===== src/hdl/pwm_pkg.sv =====
// pwm_pkg: register map, field positions, counts and carrier types of
// the dead-time pwm / capture timer.
// assumes a 32-bit apb slave with 8 address bits and a single clock.
package pwm_pkg;

    // ------------------------------------------------------------
    // register byte offsets
    // ------------------------------------------------------------
    localparam logic [7:0] OFF_CTRL     = 8'h00; // timer_control_reg
    localparam logic [7:0] OFF_PERIOD   = 8'h04; // period_capture_reg
    localparam logic [7:0] OFF_CMPA     = 8'h08; // compare_a_reg
    localparam logic [7:0] OFF_CMPB     = 8'h0c; // compare_b_reg
    localparam logic [7:0] OFF_DEAD     = 8'h10; // dead_time_reg
    localparam logic [7:0] OFF_PRESCALE = 8'h14; // prescale_reg
    localparam logic [7:0] OFF_PDATA    = 8'h18; // port_data_reg
    localparam logic [7:0] OFF_PCFG     = 8'h1c; // port_config_reg
    localparam logic [7:0] OFF_CONV     = 8'h20; // converter_control_reg
    localparam logic [7:0] OFF_SHUT     = 8'h24; // shutdown_ctrl_reg
    localparam logic [7:0] OFF_COUNT    = 8'h28; // timer_counter readback

    // ------------------------------------------------------------
    // field positions
    // ------------------------------------------------------------
    localparam int MODE_LSB  = 5; // mode_bit_one..mode_bit_three
    localparam int RUN_BIT   = 4; // run_or_overflow_bit
    localparam int PEND_BIT  = 3; // period_pending_flag
    localparam int IRQEN_BIT = 2; // timer_irq_enable
    localparam int ROUTE_BIT = 0; // strobe_route_bit
    localparam int HS_POL    = 0; // port data / config bit of high side
    localparam int SB_POL    = 1; // port data / config bit of strobe
    localparam int LS_POL    = 5; // port data / config bit of low side
    localparam int AUTO_BIT  = 0; // auto_strobe_enable
    localparam int SHUT_EN   = 0; // shutdown acts on the outputs
    localparam int SHUT_ALL  = 1; // shutdown stops the whole timer

    // ------------------------------------------------------------
    // counts and reset values
    // ------------------------------------------------------------
    localparam logic [11:0] CNT_ZERO  = 12'h000;
    localparam logic [11:0] CNT_MAX   = 12'hfff;
    localparam logic [1:0]  INIT_LOAD = 2'h2; // synchroniser depth
    localparam logic [1:0]  INIT_DONE = 2'h3;
    localparam logic [7:0]  BYTE_ZERO = 8'h00;

    typedef enum logic [1:0] {PH_IDLE, PH_RUN, PH_TAIL} phase_t;

    // pins toward the gate driver
    typedef struct packed {
        logic high_side_out;
        logic high_side_oe;
        logic low_side_out;
        logic low_side_oe;
        logic converter_strobe;
        logic converter_strobe_oe;
    } bridge_pins_t;

    // whole state of the timer
    typedef struct packed {
        logic [6:0]   div_cnt;
        logic [11:0]  cnt;
        logic [11:0]  period;
        logic [11:0]  cmpa;
        logic [11:0]  cmpb;
        logic [4:0]   dead;
        logic [7:0]   prescale;
        logic [7:0]   pdata;
        logic [7:0]   pcfg;
        logic [7:0]   conv;
        logic [1:0]   shut;
        logic [2:0]   mode;
        logic         run_req;
        logic         run_act;
        logic         ovf;
        logic         pend;
        logic         irq_en;
        logic         route;
        phase_t       phase;
        logic [4:0]   dt_cnt;
        logic         lead_pend;
        logic         hs_act;
        logic         ls_act;
        logic         sb_act;
        logic         killed;
        logic         cap_prev;
        logic [4:0]   sync1;
        logic [4:0]   sync2;
        logic [1:0]   init_cnt;
        logic         pready;
        logic         pslverr;
        logic [31:0]  prdata;
        bridge_pins_t pins;
        logic         conv_start;
        logic         irq;
    } timer_state_t;

endpackage : pwm_pkg


===== src/hdl/pwm_timer_dead_time_capture.sv =====
// pwm_timer_dead_time_capture: 12-bit pwm timer with dead-time bridge
// outputs, converter strobe and input capture, apb register access.
// assumes pclk at 100 MHz; pin inputs and straps are asynchronous.
`timescale 1ns/1ns
`default_nettype none

module pwm_timer_dead_time_capture (
    // clock, reset, enable
    input  wire logic                  pclk,
    input  wire logic                  presetn,
    input  wire logic                  ce,
    // apb slave
    input  wire logic                  psel,
    input  wire logic                  penable,
    input  wire logic                  pwrite,
    input  wire logic [7:0]            paddr,
    input  wire logic [31:0]           pwdata,
    output logic      [31:0]           prdata,
    output logic                       pready,
    output logic                       pslverr,
    // pins and straps
    input  wire logic                  low_side_out_capture_in,
    input  wire logic [1:0]            init_polarity,
    input  wire logic [1:0]            init_output,
    input  wire logic                  comparator_shutdown,
    output pwm_pkg::bridge_pins_t      pins,
    // events
    output logic                       converter_start,
    output logic                       timer_irq
);

    // ------------------------------------------------------------
    // state and decode
    // ------------------------------------------------------------
    pwm_pkg::timer_state_t s;
    pwm_pkg::timer_state_t n;

    logic       capture;
    logic       hs_en;
    logic       ls_en;
    logic       tick;
    logic [6:0] div_max;
    logic       cap_edge;
    logic       access;
    logic       wr_done;
    logic       wr_ctrl;
    logic       pend_evt;
    logic       shut_now;
    logic       mapped;
    logic [31:0] rd_val;

    // mode bits: 1xx is capture, bit 0 enables high side in every mode
    assign capture  = s.mode[2];
    assign hs_en    = s.mode[0];
    assign ls_en    = s.mode[1] & ~s.mode[2];
    // divider runs on pclk; only the counter, its compares and the capture sample see the tick
    assign div_max  = 7'((8'h01 << s.prescale[2:0]) - 8'h01);
    assign tick     = (s.div_cnt == div_max);
    // edge taken against the previous tick's sample of the synced pin
    assign cap_edge = s.mode[1] ? (s.cap_prev & ~s.sync2[0])
                                : (~s.cap_prev & s.sync2[0]);
    assign access   = psel & penable;
    assign wr_done  = access & s.pready & pwrite & ~s.pslverr;
    assign wr_ctrl  = wr_done & (paddr == pwm_pkg::OFF_CTRL);
    assign shut_now = s.shut[pwm_pkg::SHUT_EN] & comparator_shutdown;

    // ------------------------------------------------------------
    // read mux
    // ------------------------------------------------------------
    always_comb begin
        mapped = 1'b1;
        rd_val = 32'h0000_0000;
        case (paddr)
            pwm_pkg::OFF_CTRL:     rd_val[7:0] = {s.mode,
                                       capture ? s.ovf : s.run_act,
                                       s.pend, s.irq_en, 1'b0, s.route};
            pwm_pkg::OFF_PERIOD:   rd_val[11:0] = s.period;
            pwm_pkg::OFF_CMPA:     rd_val[11:0] = s.cmpa;
            pwm_pkg::OFF_CMPB:     rd_val[11:0] = s.cmpb;
            pwm_pkg::OFF_DEAD:     rd_val[4:0]  = s.dead;
            pwm_pkg::OFF_PRESCALE: rd_val[7:0]  = s.prescale;
            pwm_pkg::OFF_PDATA:    rd_val[7:0]  = s.pdata;
            pwm_pkg::OFF_PCFG:     rd_val[7:0]  = s.pcfg;
            pwm_pkg::OFF_CONV:     rd_val[7:0]  = s.conv;
            pwm_pkg::OFF_SHUT:     rd_val[1:0]  = s.shut;
            pwm_pkg::OFF_COUNT:    rd_val[11:0] = s.cnt;
            default:               mapped = 1'b0;
        endcase
    end

    // ------------------------------------------------------------
    // next state
    // ------------------------------------------------------------
    always_comb begin
        n            = s;
        n.conv_start = 1'b0;
        pend_evt     = 1'b0;

        // pin synchronisers, first stage read only by the second
        n.sync1 = {init_output, init_polarity, low_side_out_capture_in};
        n.sync2 = s.sync1;

        // straps load once both synchroniser stages hold real values
        if (s.init_cnt != pwm_pkg::INIT_DONE) begin
            n.init_cnt = s.init_cnt + 2'h1;
        end
        if (s.init_cnt == pwm_pkg::INIT_LOAD) begin
            n.pdata[pwm_pkg::HS_POL] = s.sync2[1];
            n.pdata[pwm_pkg::LS_POL] = s.sync2[2];
            n.pcfg[pwm_pkg::HS_POL]  = s.sync2[3];
            n.pcfg[pwm_pkg::LS_POL]  = s.sync2[4];
        end

        // apb: one wait state, answer registered, write at completion
        if (access & ~s.pready) begin
            n.pready  = 1'b1;
            n.pslverr = ~mapped;
            n.prdata  = rd_val;
        end else begin
            n.pready  = 1'b0;
            n.pslverr = 1'b0;
        end
        if (wr_done) begin
            case (paddr)
                pwm_pkg::OFF_CTRL: begin
                    n.mode   = pwdata[pwm_pkg::MODE_LSB +: 3];
                    n.irq_en = pwdata[pwm_pkg::IRQEN_BIT];
                    n.route  = pwdata[pwm_pkg::ROUTE_BIT];
                    if (capture) begin
                        // bit 4 is the overflow flag here: 0 clears
                        if (!pwdata[pwm_pkg::RUN_BIT]) n.ovf = 1'b0;
                    end else begin
                        n.run_req = pwdata[pwm_pkg::RUN_BIT];
                    end
                    if (!pwdata[pwm_pkg::PEND_BIT]) n.pend = 1'b0;
                end
                pwm_pkg::OFF_PERIOD:   n.period   = pwdata[11:0];
                pwm_pkg::OFF_CMPA:     n.cmpa     = pwdata[11:0];
                pwm_pkg::OFF_CMPB:     n.cmpb     = pwdata[11:0];
                pwm_pkg::OFF_DEAD:     n.dead     = pwdata[4:0];
                pwm_pkg::OFF_PRESCALE: n.prescale = pwdata[7:0];
                pwm_pkg::OFF_PDATA:    n.pdata    = pwdata[7:0];
                pwm_pkg::OFF_PCFG:     n.pcfg     = pwdata[7:0];
                pwm_pkg::OFF_CONV:     n.conv     = pwdata[7:0];
                pwm_pkg::OFF_SHUT:     n.shut     = pwdata[1:0];
                default:               n.shut     = s.shut;
            endcase
        end

        // dead-time counter runs on pclk, so the prescaler never stretches it
        if (s.lead_pend) begin
            if (s.dt_cnt == 5'h00) begin
                n.lead_pend = 1'b0;
                n.ls_act    = ~s.killed;
            end else begin
                n.dt_cnt = s.dt_cnt - 5'h01;
            end
        end

        // timer sequencing; hardware sets land after writes so sets win
        case (s.phase)
            pwm_pkg::PH_IDLE: begin
                n.cnt     = pwm_pkg::CNT_ZERO;
                n.div_cnt = 7'h00;
                n.hs_act  = 1'b0;
                n.ls_act  = 1'b0;
                n.sb_act  = 1'b0;
                if (capture || s.run_req) begin
                    n.phase   = pwm_pkg::PH_RUN;
                    n.run_act = ~capture;
                end
            end
            pwm_pkg::PH_RUN: begin
                n.div_cnt = tick ? 7'h00 : s.div_cnt + 7'h01;
                if (tick) begin
                    n.cap_prev = s.sync2[0];
                    if (capture) begin
                        if (cap_edge) begin
                            n.period = s.cnt;
                            n.pend   = 1'b1;
                            pend_evt = 1'b1;
                        end
                        if (s.cnt == pwm_pkg::CNT_MAX) begin
                            n.cnt    = pwm_pkg::CNT_ZERO;
                            n.ovf    = 1'b1;
                            n.hs_act = 1'b0;
                            n.sb_act = 1'b0;
                        end else begin
                            n.cnt = s.cnt + 12'h001;
                        end
                    end else if (s.cnt == s.period) begin
                        // low side rests now, high side after dead time
                        n.cnt       = pwm_pkg::CNT_ZERO;
                        n.pend      = 1'b1;
                        pend_evt    = 1'b1;
                        n.ls_act    = 1'b0;
                        n.sb_act    = 1'b0;
                        n.lead_pend = 1'b0;
                        n.dt_cnt    = s.dead;
                        n.phase     = pwm_pkg::PH_TAIL;
                    end else begin
                        n.cnt = s.cnt + 12'h001;
                    end
                    // compare matches on the count held before this tick's increment
                    if (s.cnt == s.cmpa && !s.killed &&
                        n.phase == pwm_pkg::PH_RUN) begin
                        n.hs_act = 1'b1;
                        if (!capture) begin
                            n.lead_pend = 1'b1;
                            n.dt_cnt    = s.dead;
                        end
                    end
                    if (s.cnt == s.cmpb && n.phase == pwm_pkg::PH_RUN) begin
                        n.sb_act = 1'b1;
                    end
                end
                // leaving capture for pwm with run clear stops at once
                if (capture && !n.mode[2] && !s.run_req) begin
                    n.phase = pwm_pkg::PH_IDLE;
                end
            end
            pwm_pkg::PH_TAIL: begin
                // counted on pclk even when both bridge outputs are disabled
                if (s.dt_cnt == 5'h00) begin
                    n.hs_act = 1'b0;
                    n.killed = 1'b0;
                    if (s.run_req || capture) begin
                        n.phase = pwm_pkg::PH_RUN;
                    end else begin
                        n.phase   = pwm_pkg::PH_IDLE;
                        n.run_act = 1'b0;
                    end
                end else begin
                    n.dt_cnt = s.dt_cnt - 5'h01;
                end
            end
            default: n.phase = pwm_pkg::PH_IDLE;
        endcase

        // comparator shutdown: kill this cycle or stop everything
        if (shut_now) begin
            n.hs_act    = 1'b0;
            n.ls_act    = 1'b0;
            n.lead_pend = 1'b0;
            n.killed    = 1'b1;
            if (s.shut[pwm_pkg::SHUT_ALL]) begin
                n.run_req = 1'b0;
                n.run_act = 1'b0;
                n.killed  = 1'b0;
                n.phase   = pwm_pkg::PH_IDLE;
            end
        end

        // registered pins: polarity by xor, direction from port config
        n.pins.high_side_out = (s.hs_act & hs_en) ^ s.pdata[pwm_pkg::HS_POL];
        n.pins.high_side_oe  = s.pcfg[pwm_pkg::HS_POL];
        n.pins.low_side_out  = (s.ls_act & ls_en) ^ s.pdata[pwm_pkg::LS_POL];
        n.pins.low_side_oe   = s.pcfg[pwm_pkg::LS_POL] & ~capture;
        n.pins.converter_strobe    = s.sb_act ^ s.pdata[pwm_pkg::SB_POL];
        n.pins.converter_strobe_oe = s.pcfg[pwm_pkg::SB_POL] & s.route;
        // conversion kick on the strobe's rest-to-active edge
        n.conv_start = n.sb_act & ~s.sb_act & s.conv[pwm_pkg::AUTO_BIT];
        // interrupt request follows the flags of the current mode
        n.irq = s.irq_en & (s.pend | (capture & s.ovf));
    end

    // ------------------------------------------------------------
    // state register, frozen while ce is low
    // ------------------------------------------------------------
    always_ff @(posedge pclk or negedge presetn) begin
        if (!presetn) begin
            s <= '0;
        end else if (ce) begin
            s <= n;
        end
    end

    assign prdata          = s.prdata;
    assign pready          = s.pready;
    assign pslverr         = s.pslverr;
    assign pins            = s.pins;
    assign converter_start = s.conv_start;
    assign timer_irq       = s.irq;
endmodule : pwm_timer_dead_time_capture

`default_nettype wire


===== config.mk =====
export PLATFORM = sky130hd
export DESIGN_NAME = pwm_timer_dead_time_capture
export DESIGN_NICKNAME = d
export VERILOG_FILES = /design/src/hdl/pwm_pkg.sv /design/src/hdl/pwm_timer_dead_time_capture.sv
export SDC_FILE = /design/constraint.sdc
export NUM_CORES = 1
export LEC_CHECK = 0
export ABC_AREA = 0
export BUFFER_PORTS_ARGS = -buffer_cell sky130_fd_sc_hd__buf_2
export CORE_ASPECT_RATIO = 1.4
export CORE_MARGIN = 2
export CORE_UTILIZATION = 54
export CTS_CLUSTER_SIZE = 10
export DETAILED_ROUTE_END_ITERATION = 8
export GPL_TIMING_DRIVEN = 0
export PLACE_DENSITY = 0.77
export SETUP_SLACK_MARGIN = 0.15
export SYNTH_ARGS = -nofsm -noshare
export SYNTH_HDL_FRONTEND = slang
export SYNTH_SLANG_ARGS = --single-unit

===== constraint.sdc =====
create_clock -name pclk -period 2 [get_ports pclk]
set_input_delay 0.5 -clock pclk [delete_from_list [all_inputs] [get_ports pclk]]
set_output_delay 0.5 -clock pclk [all_outputs]
set_load 0.005 [all_outputs]

==> results.tsv, run 1 <==
stage	metric	value	unit
status	status	finished with violations	
status	failing checks	negative setup slack	
critical_path	Worst path depth	10	
placement	Detail Placement HPWL	19880	um
synth	ys async rst share	100.0	%
placement	Final GP Congestion	0.9854	
critical_path	Worst R2R Setup Slack	-0.28	ns
final_layout	ANT cells	0	
timing	fmax	437.8	MHz
critical_path	Worst Setup End Kind	flop	
critical_path	Critical Path Most Common Cell	buf_6	
hold_path	Hold WC Path Type	in -> async	
critical_path	Crit path max-delay family	simple AND/OR/NAND/NOR gates	
clock_tree	H-Tree Depth	4	
critical_path	Reg2Reg Depth	10	
timing	setup violators final	36	
critical_path	CP Max Fanout	5	
power	internal power	0.005370	W
grt	met1 Track Usage GR	40.48	%
floorplan	Initial Util	54.53	%
critical_path	crit start category	flop	
synth	EDFF count, synth	0	
floorplan	I/O Pins	94	
drt	Routed Antenna Nets	0	
critical_path	CP endpoint	s[64]$_DFFE_PN0P_	
power	sequential power share	44.0	%
clock_tree	CTS max path bufs	2	
final_layout	Layout area overhead	31.90	%
floorplan	core area	16030	um^2
clock_tree	clock transition at the registers of the reported paths	0.07	ns
grt	vias in the first global route	8058	
critical_path	Critical R2R Capture	s[64]$_DFFE_PN0P_	
floorplan	die area	17240	um^2
floorplan	Chip Height	154.6	um
clock_tree	clock sink total	150	
clock_tree	Hold Buf Count CTS	0	
grt	met3 usage	5.956	%
timing	unrepaired setup endpoints after global routing	yes	
final_layout	fin util	71.92	%
power	combinational power share	14.3	%
drt	DR pass1 iterations	5	
critical_path	WP data required	2.31	ns
timing	Worst Skew	0.01188	ns
grt	total gr overflow	0	
synth	Main synth FF type	dfrtp_1	
critical_path	CP max stage delay	0.47	ns
synth	Netlist Area Pre-Place	8743	um^2
grt	grt met2 use	57.40	%
power	sw frac	29.72	%
grt	GRT Resource Usage Total	34.39	%
timing	period utilization	114.2	%
critical_path	worst path cell trace	xor2_2 > nor4_2 > and4_1 > buf_6 > a31oi_4 > buf_6 > buf_6 > nor2_4 > mux2i_1 > o22ai_1	
synth	#FFs+latches synth	150	
synth	Gate Count Post-Synth	905	
clock_tree	root buffer cell	clkbuf_16	
power	VDD IR-drop max	0.7172	mV
critical_path	WP data arrival	2.60	ns
timing	Hold Vio Cnt, Final	0	
power	PwrDens	662.6	nW/um^2
synth	Yosys cell types	72	
power	NetSw	0.002271	W
power	power share of the clock group	41.7	%
clock_tree	CTS tree	done	
critical_path	WP buf/inv	3	
critical_path	reg2reg start	s[143]$_DFFE_PN0P_	
placement	Setup WS pre-CTS	-1.118	ns
synth	Ys Warns	0	
critical_path	worst setup path start	s[143]$_DFFE_PN0P_	
final_layout	share of layout cells above drive strength 1	43.70	%
synth	Syn Area/Cell	9.661	um^2
grt	first-pass GRT wire length	45350	um
timing	Hold WS	0.06237	ns
clock_tree	Num CTS Buffers	17	
placement	IO Port Bufs	47	
drt	Vias	8253	
floorplan	die width	111.5	um
clock_tree	latest clock arrival within the worst-skew pair	0.44	ns
drt	total wire length	30710	um
timing	final worst slack	-0.2843	ns
timing	min cycle time layout	2.284	ns
drt	DRC violations left	0	
power	Leak Pwr	5.228	nW
final_layout	Layout Nets	1128	
timing	setup TNS	-5.015	ns
grt	initial antenna violation count	0	
floorplan	num rows	55	
synth	register area share after synthesis	42.93	%
timing	Worst slew margin	45.62	%
drt	Via density	6.453	
drt	drt initial violations	1029	
flow_run	max_cap viols	0	
grt	largest net degree at the start of global routing	81	
critical_path	slowest CP cell	dfrtp_1	
grt	global route hottest layer	met2	
drt	wire length per cell	24.01	um
critical_path	worst setup path category	reg -> reg	
timing	count of pins over their slew limit	0	
timing	Worst Max-Slew Pin Slew	0.8158	ns
registers in the layout (all words and copies together), names as in the netlist:
signal and flops:
s 120, prdata 12, n 6, pins 6, capture 1, converter_start 1, hs_en 1, pready 1
pslverr 1, timer_irq 1
power groups by stage:
stage                     clock, W  combinational (W)  sequential, W
final                      0.00318            0.00109        0.00336
after global routing       0.00332            0.00120        0.00338
after CTS                  0.00319            0.00104        0.00335
after detailed placement         0           0.000950        0.00341
after global placement           0           0.000932        0.00340
after floorplan                  0           0.000647        0.00335
per-stage QoR:
stage                     instance area (um^2)  cells  power [W]
after floorplan                           9000    924   0.004001
after global placement                    9484   1170   0.004333
after detailed placement                  9518   1171   0.004358
after CTS                                10980   1257   0.007577
after global routing                     11530   1279   0.007900
final                                    11530   1279   0.007641
worst register-to-register path, delay by kind of cell (launching register included):
family	cells	cell delay, ns
and+or+nand+nor	3	0.75
DFF	1	0.47
muxes	1	0.21
AOI/OAI and AO/OA	2	0.14
xor gates and xnor gates	1	0.21
buffers and inverters	3	0.38
synthesized netlist by cell type (5+ instances only):
cell	count	area share [%]
o22ai_1	23	1.6
clkbuf_1	26	1.1
a31oi_1	13	0.93
xor2_1	28	2.8
buf_4	39	3.3
dfrtp_1	150	43
xnor2_1	23	2.3
mux2_2	78	10
a21oi_1	52	3.0
inv_1	18	0.77
nand4_1	12	0.86
nand2_1	86	3.7
ha_1	9	1.3
and3_1	6	0.43
nor2_1	69	3.0
o21ai_0	49	2.8
a22o_1	5	0.50
buf_2	16	0.92
nand2b_1	9	0.64
a21o_1	10	0.86
nor2b_1	6	0.43
o221ai_1	7	0.70
buf_1	6	0.26
mux2i_1	8	0.92
and2_1	5	0.36
nor3_1	18	1.0
a211oi_1	8	0.69
a22oi_1	14	1.2
nand3_1	26	1.5
a222oi_1	7	0.80
kinds of logic after synthesis:
| family | count (synthesis) | synth area share, % |
|---|---|---|
| buf+inv | 110 | 6.969 |
| xor+xnor | 52 | 5.295 |
| flops | 150 | 42.93 |
| fa+ha+maj | 9 | 1.288 |
| compound gates | 220 | 16.41 |
| simple gates | 277 | 16.10 |
| other cells | 1 | 0.04289 |
| mux | 86 | 10.96 |
cell type report:
class                           instances  area [um^2]
Clock buffer                           18        439.2
Clock inverter                         14        135.1
Multi-Input combinational cell        664         5240
Sequential cell                       150         3764
Timing Repair Buffer                  124        924.6
Fill cell                            1106         4502
Inverter                               19        80.08
Buffer                                 91        700.7
Tap cell                              199        249.0
worst min-delay path by stage:
stage	end	startpoint	slack [ns]
after CTS	s[90]$_DFFE_PN0P_	presetn	0.1
after detailed placement	prdata[8]$_DFFE_PN0P_	prdata[8]$_DFFE_PN0P_	0.47
after floorplan	capture$_DFFE_PN0P_	presetn	0.20
final	s[90]$_DFFE_PN0P_	presetn	0.06
after global routing	s[90]$_DFFE_PN0P_	presetn	0.13
after global placement	prdata[8]$_DFFE_PN0P_	prdata[8]$_DFFE_PN0P_	0.46
layout by cell type (no fill, tap or decap), types with 8 or more instances in the layout:
cell type | synthesis | routed
a21o_1 | 10 | 10
a21oi_1 | 52 | 33
a21oi_2 | 1 | 16
a22oi_1 | 14 | 12
a31oi_1 | 13 | 13
buf_2 | 16 | 53
buf_4 | 39 | 101
buf_6 | 4 | 32
clkbuf_16 | 0 | 17
clkbuf_2 | 0 | 8
conb_1 | 1 | 20
dfrtp_1 | 150 | 142
dfrtp_2 | 0 | 8
inv_1 | 18 | 12
mux2_2 | 78 | 73
mux2i_1 | 8 | 8
nand2_1 | 86 | 76
nand2_2 | 0 | 9
nand3_1 | 26 | 19
nand4_1 | 12 | 12
nor2_1 | 69 | 41
nor2_2 | 3 | 14
nor2_4 | 0 | 17
nor3_1 | 18 | 10
nor3_4 | 1 | 8
o21ai_0 | 49 | 36
o21ai_1 | 4 | 15
o22ai_1 | 23 | 16
xnor2_1 | 23 | 19
xor2_1 | 28 | 25
what timing repair did:
action	4_1_cts	5_1_grt
cloned	2	0
resized for setup	129	105
buffers inserted	52	22
pin swaps	50	47
endpoints found under the hold margin	0	0
setup endpoints to repair	125	107
layer usage:
layer / part of all wire (%) / wire, um
met1: 36 / 11070
met2: 48 / 14610
met3: 8.2 / 2513
met4: 8.2 / 2508
met5: 0 / 0
Power figures use the tool's default switching activity.
==> run 2, diff against run 1 <==
- BUFFER_PORTS_ARGS: -buffer_cell sky130_fd_sc_hd__buf_2 -> unset
- DONT_BUFFER_PORTS: unset -> 1
- PLACE_DENSITY: 0.77 -> 0.69
- clock period: 2 -> 2.6 ns (I/O delays scaled with it)
==> results.tsv, run 2 (synthesis results as in run 1) <==
stage	metric	value	unit	change
status	status	finished with violations		unchanged
status	failing checks	negative hold slack		was negative setup slack
floorplan	I/O Pins	94		unchanged
final_layout	most common cell after layout, fill and taps aside	dfrtp_1		unchanged
timing	setup TNS	0	ns	was -5.015 ns
critical_path	worst setup path start	capture$_DFFE_PN0P_		was s[143]$_DFFE_PN0P_
final_layout	Layout Nets	1010		was 1128
critical_path	WP data arrival	2.75	ns	was 2.60 ns
floorplan	Initial Util	54.53	%	unchanged
critical_path	CP max stage delay	0.40	ns	was 0.47 ns
grt	initial antenna violation count	0		unchanged
final_layout	share of layout cells above drive strength 1	23.60	%	was 43.70%
final_layout	most frequent cells in the layout	dfrtp_1, nand2_1, mux2_2		was dfrtp_1, buf_4, nand2_1
timing	Worst Skew	0.007500	ns	was 0.01188 ns
timing	final worst slack	0.1612	ns	was -0.2843 ns
final_layout	ANT cells	0		unchanged
drt	drt initial violations	827		was 1029
floorplan	Chip Height	154.6	um	unchanged
critical_path	worst setup path category	reg -> reg		unchanged
clock_tree	clock sink total	150		unchanged
critical_path	Crit path max-delay family	buffers and inverters		was simple AND/OR/NAND/NOR gates
timing	setup violators final	0		was 36
grt	first-pass GRT wire length	41230	um	was 45350 um
power	combinational power share	10.9	%	was 14.3%
hold_path	Hold WC Path Type	in -> async		unchanged
drt	DR pass1 iterations	6		was 5
timing	fmax	410.0	MHz	was 437.8 MHz
drt	Vias	7351		was 8253
timing	Worst slew margin	45.94	%	was 45.62%
drt	total wire length	26960	um	was 30710 um
drt	Routed Antenna Nets	0		unchanged
grt	largest net degree at the start of global routing	151		was 81
floorplan	core area	16030	um^2	unchanged
drt	DRC violations left	0		unchanged
critical_path	Reg2Reg Depth	8		was 10
final_layout	Layout area overhead	12.39	%	was 31.90%
timing	Hold Vio Cnt, Final	150		was 0
final_layout	Top reg by flops	s		unchanged
power	internal power	0.004078	W	was 0.005370 W
critical_path	CP Max Fanout	10		was 5
grt	total gr overflow	0		unchanged
placement	Detail Placement HPWL	19420	um	was 19880 um
clock_tree	CTS tree	done		unchanged
drt	wire length per cell	23.22	um	was 24.01 um
power	Leak Pwr	4.371	nW	was 5.228 nW
final_layout	fillers	1382		was 1106
timing	Hold WS	-0.09154	ns	was 0.06237 ns
critical_path	Worst path depth	8		was 10
clock_tree	clock transition at the registers of the reported paths	0.07	ns	about the same
grt	GRT Resource Usage Total	31.42	%	was 34.39%
final_layout	post-route cell area	9827	um^2	was 11530 um^2
critical_path	crit start category	flop		unchanged
floorplan	die area	17240	um^2	unchanged
placement	Post-DP Area	9064	um^2	was 9518 um^2
power	sequential power share	45.8	%	was 44.0%
floorplan	die width	111.5	um	unchanged
placement	Setup WS pre-CTS	-0.5146	ns	was -1.118 ns
final_layout	max FFs per register	120		unchanged
power	power share of the clock group	43.3	%	was 41.7%
timing	period utilization	93.80	%	was 114.2%
power	PwrDens	572.3	nW/um^2	was 662.6 nW/um^2
clock_tree	H-Tree Depth	4		unchanged
timing	min cycle time layout	2.439	ns	was 2.284 ns
grt	vias in the first global route	7085		was 8058
timing	unrepaired setup endpoints after global routing	yes		unchanged
critical_path	WP buf/inv	4		was 3
clock_tree	root buffer cell	clkbuf_16		unchanged
flow_run	max_cap viols	0		unchanged
critical_path	reg2reg start	capture$_DFFE_PN0P_		was s[143]$_DFFE_PN0P_
critical_path	WP data required	2.91	ns	was 2.31 ns
placement	Final GP Congestion	1.010		was 0.9854
timing	count of pins over their slew limit	0		unchanged
floorplan	num rows	55		unchanged
power	sw frac	27.49	%	was 29.72%
power	NetSw	0.001546	W	was 0.002271 W
power	VDD IR-drop max	0.4282	mV	was 0.7172 mV
placement	IO Port Bufs	0		was 47
critical_path	Worst Setup End Kind	flop		unchanged
clock_tree	CTS max path bufs	2		unchanged
clock_tree	latest clock arrival within the worst-skew pair	0.43	ns	was 0.44 ns
critical_path	slowest CP cell	clkinv_1		was dfrtp_1
drt	Via density	6.332		was 6.453
critical_path	worst path cell trace	buf_2 > clkinv_1 > a21oi_2 > nand4_1 > buf_4 > clkbuf_1 > o22ai_1 > a21oi_1		was xor2_2 > nor4_2 > and4_1 > buf_6 > a31oi_4 > buf_6 > buf_6 > nor2_4 > mux2i_1 > o22ai_1
clock_tree	Num CTS Buffers	17		unchanged
timing	Worst Max-Slew Pin Slew	0.8088	ns	was 0.8158 ns
-- run 2: timing repair --
action / 4_1_cts / 5_1_grt
endpoints found under the hold margin: 150 / 150
pin swaps: 0 / 7
setup buffers: 0 / 6
resized for setup: 10 / 33
endpoints found under the setup margin: 60 / 74
-- run 2: power by group through the flow --
stage	logic [W]	registers, W	clock network [W]
after floorplan	0.000471	0.00258	0
after global placement	0.000578	0.00261	0
after detailed placement	0.000590	0.00262	0
after CTS	0.000600	0.00258	0.00245
after global routing	0.000670	0.00259	0.00255
final	0.000613	0.00258	0.00243
-- run 2: layer usage --
metal  routed length [um]  vias to the layer above  global-route usage (%)  part of all wire (%)
li1                     -                     3304                       -                     -
met5                    0                        -                       0                     0
met1                10560                     3596                   38.87                    39
met2                12940                      349                   51.95                    48
met4                 1707                        0                   18.34                   6.3
met3                 1745                      102                   5.329                   6.5
-- run 2: area by class of cell --
class,count,area [um^2],area share [%]
Multi-Input combinational cell,664,4567,46.47
Sequential cell,150,3755,38.21
Buffer,91,555.5,5.653
Clock buffer,18,429.2,4.367
Tap cell,199,249.0,2.534
Clock inverter,14,142.6,1.451
Inverter,19,71.32,0.7257
Timing Repair Buffer,6,57.56,0.5857
-- run 2: through the flow --
stage | total power [W] | hold WS (ns) | utilization, % | std cells
after floorplan | 0.003049 | 0.3544 | - | 924
after global placement | 0.003191 | 0.3581 | 56.53 | 1123
after detailed placement | 0.003206 | 0.3592 | 56.53 | 1123
after CTS | 0.005621 | -0.1018 | 60.35 | 1155
after global routing | 0.005807 | -0.1065 | 61.29 | 1161
final | 0.005624 | -0.09154 | 61.29 | 1161
-- run 2: worst paths after layout --
check                                         end  slack (ns)
setup / recovery               s[147]$_DFFE_PN0P_        0.16
hold / removal                  s[42]$_DFFE_PN0P_       -0.09
setup reg to reg               s[147]$_DFFE_PN0P_        0.16
hold reg to reg            prdata[10]$_DFFE_PN0P_        0.48
max in group asynchronous      s[120]$_DFFE_PN0P_        2.48
min in group pclk               s[77]$_DFFE_PN0P_        0.35
==> run 3, diff against run 2 <==
--- a/config.mk
+++ b/config.mk
@@ -15,2 +15,3 @@
 export GPL_TIMING_DRIVEN = 0
+export MAX_ROUTING_LAYER = met4
 export PLACE_DENSITY = 0.69
==> constraint.sdc (replaced) <==
create_clock -name pclk -period 2.6 [get_ports pclk]
set_input_delay 0.13 -clock pclk [delete_from_list [all_inputs] [get_ports pclk]]
set_output_delay 0.13 -clock pclk [all_outputs]
set_load 0.005 [all_outputs]
==> results.tsv, run 3 (synthesis results as in run 1) <==
stage	metric	value	unit	change
placement	IO Port Bufs	0		unchanged
flow_run	max_cap viols	0		unchanged
final_layout	Storage cell area	3755	um^2	unchanged
power	sw frac	28.05	%	was 27.49%
final_layout	max FFs per register	120		unchanged
timing	Hold WS	-0.6236	ns	was -0.09154 ns
timing	Worst Max-Slew Pin Slew	1.354	ns	was 0.8088 ns
grt	met1 Track Usage GR	41.54	%	was 38.87%
grt	total gr overflow	0		unchanged
grt	first-pass GRT wire length	42760	um	was 41230 um
grt	GRT Resource Usage Total	33.78	%	was 31.42%
power	sequential power share	44.9	%	was 45.8%
power	PwrDens	574.1	nW/um^2	was 572.3 nW/um^2
placement	Post-DP Area	9064	um^2	unchanged
critical_path	WP data required	2.91	ns	about the same
clock_tree	root buffer cell	clkbuf_16		unchanged
power	power share of the clock group	43.8	%	was 43.3%
final_layout	share of layout cells above drive strength 1	22.68	%	was 23.60%
final_layout	Layout Nets	1027		was 1010
timing	setup violators final	0		unchanged
timing	Worst Skew	0.01218	ns	was 0.007500 ns
floorplan	die width	111.5	um	unchanged
critical_path	Worst R2R Setup Slack	0.15	ns	was 0.16 ns
clock_tree	latest clock arrival within the worst-skew pair	0.44	ns	was 0.43 ns
clock_tree	Num CTS Buffers	17		unchanged
status	status	finished with violations		unchanged
power	NetSw	0.001613	W	was 0.001546 W
drt	DRC violations left	0		unchanged
placement	Detail Placement HPWL	20000	um	was 19420 um
critical_path	CP Max Fanout	7		was 10
final_layout	fillers	1380		was 1382
timing	Worst slew margin	8.494	%	was 45.94%
timing	fmax	408.7	MHz	was 410.0 MHz
placement	Final GP Congestion	0.9961		was 1.010
clock_tree	CTS max path bufs	2		unchanged
final_layout	post-route cell area	10020	um^2	was 9827 um^2
final_layout	Multi-input gate area	4559	um^2	was 4567 um^2
final_layout	Top reg by flops	s		unchanged
hold_path	Hold WC Path Type	in -> async		unchanged
grt	largest net degree at the start of global routing	151		unchanged
timing	final worst slack	0.1531	ns	was 0.1612 ns
timing	unrepaired setup endpoints after global routing	yes		unchanged
timing	count of pins over their slew limit	0		unchanged
power	Leak Pwr	4.452	nW	was 4.371 nW
clock_tree	clock sink total	150		unchanged
drt	drt initial violations	809		was 827
drt	Routed Antenna Nets	0		unchanged
timing	min cycle time layout	2.447	ns	was 2.439 ns
final_layout	most common cell after layout, fill and taps aside	dfrtp_1		unchanged
grt	initial antenna violation count	0		unchanged
critical_path	Worst Setup End Kind	flop		unchanged
status	failing checks	negative hold slack		unchanged
floorplan	Initial Util	54.53	%	unchanged
grt	global route hottest layer	met2		unchanged
power	combinational power share	11.3	%	was 10.9%
grt	vias in the first global route	7209		was 7085
timing	setup TNS	0	ns	unchanged
clock_tree	Hold Buf Count CTS	16		
drt	Vias	7518		was 7351
final_layout	most frequent cells in the layout	dfrtp_1, nand2_1, mux2_2		unchanged
floorplan	num rows	55		unchanged
critical_path	WP data arrival	2.76	ns	was 2.75 ns
floorplan	Chip Height	154.6	um	unchanged
grt	met3 usage	4.585	%	was 5.329%
clock_tree	H-Tree Depth	4		unchanged
drt	total wire length	28070	um	was 26960 um
grt	grt met2 use	55.14	%	was 51.95%
drt	DR pass1 iterations	6		unchanged
final_layout	Layout area overhead	14.57	%	was 12.39%
floorplan	I/O Pins	94		unchanged
critical_path	crit start category	flop		unchanged
timing	period utilization	94.11	%	was 93.80%
floorplan	die area	17240	um^2	unchanged
drt	Via density	6.377		was 6.332
clock_tree	clock transition at the registers of the reported paths	0.07	ns	about the same
final_layout	fin util	62.47	%	was 61.29%
floorplan	core area	16030	um^2	unchanged
drt	wire length per cell	23.80	um	was 23.22 um
clock_tree	CTS tree	done		unchanged
power	internal power	0.004138	W	was 0.004078 W
timing	Hold Vio Cnt, Final	150		unchanged
power	VDD IR-drop max	0.4040	mV	was 0.4282 mV
placement	Setup WS pre-CTS	-0.1635	ns	was -0.5146 ns
critical_path	worst setup path category	reg -> reg		unchanged
[run 3: changes by cell type in the layout (fill, tap and decap cells not counted), moves of 2 or more]
cell / previous run / this run
clkinv_4: 1 / 4
clkinvlp_4: 5 / 1
clkbuf_1: 21 / 23
clkbuf_2: 5 / 2
buf_2: 16 / 14
nor2_1: 65 / 68
buf_1: 4 / 6
dlygate4sd3_1: 0 / 16
clkinv_8: 0 / 2
nor2_2: 6 / 4
[run 3: per-stage QoR]
stage	instances	power, W
after floorplan	924	0.003049
after global placement	1123	0.003200
after detailed placement	1123	0.003215
after CTS	1172	0.005756
after global routing	1178	0.005944
final	1179	0.005751
[run 3: cell type report]
| cell class | instances | area share (%) |
|---|---|---|
| multi-input cells | 664 | 45.52 |
| flip-flops and latches | 150 | 37.48 |
| plain buffers | 91 | 5.521 |
| clock buffers | 18 | 4.384 |
| well taps | 199 | 2.486 |
| repair buffers | 23 | 2.248 |
| clock inverters | 14 | 1.624 |
| inverters | 19 | 0.7120 |
| diodes | 1 | 0.02498 |
[run 3: timing repair]
action | CTS | global route
gates resized for setup | 5 | 27
buffers inserted | 1 | 6
endpoints found under the setup margin | 36 | 49
hold endpoints to repair | 212 | 150
pin swaps | 0 | 7
[run 3: path summary, 6_finish.rpt]
| path | from | endpoint | depth (start not counted) |
|---|---|---|---|
| min reg2reg | prdata[10]$_DFFE_PN0P_ | prdata[10]$_DFFE_PN0P_ | 1 |
| max in group asynchronous | presetn | s[134]$_DFFE_PN0P_ | 0 |
| min in group pclk | ce | s[71]$_DFFE_PN0P_ | 3 |
| min | presetn | s[42]$_DFFE_PN0P_ | 0 |
| max | s[162]$_DFFE_PN0P_ | s[63]$_DFFE_PN0P_ | 9 |
| max reg2reg | s[162]$_DFFE_PN0P_ | s[63]$_DFFE_PN0P_ | 9 |
[run 3: per-layer routing]
layer / part of all wire (%) / wire length, um / up-vias
li1: - / - / 3331
met3: 6.2 / 1752 / 94
met2: 50 / 13900 / 357
met1: 39 / 11080 / 3736
met4: 4.7 / 1330 / 0
met5: 0 / 0 / -
[run 3: critical path, stage by stage, from the launching register on]
cell      delay (ns)
dfrtp_1         0.36
buf_4           0.18
xnor2_1         0.24
nand4_1         0.19
nor4_4          0.28
buf_4           0.19
a31oi_4         0.14
or4_1           0.51
a32oi_1         0.18
a211oi_1        0.06
[run 3: power groups by stage]
stage	registers, W	logic [W]	clock network [W]
finish	0.00258	0.000652	0.00252
global route	0.00259	0.000710	0.00264
CTS	0.00258	0.000639	0.00254
global placement	0.00262	0.000581	0
floorplan	0.00258	0.000471	0
detailed placement	0.00262	0.000595	0
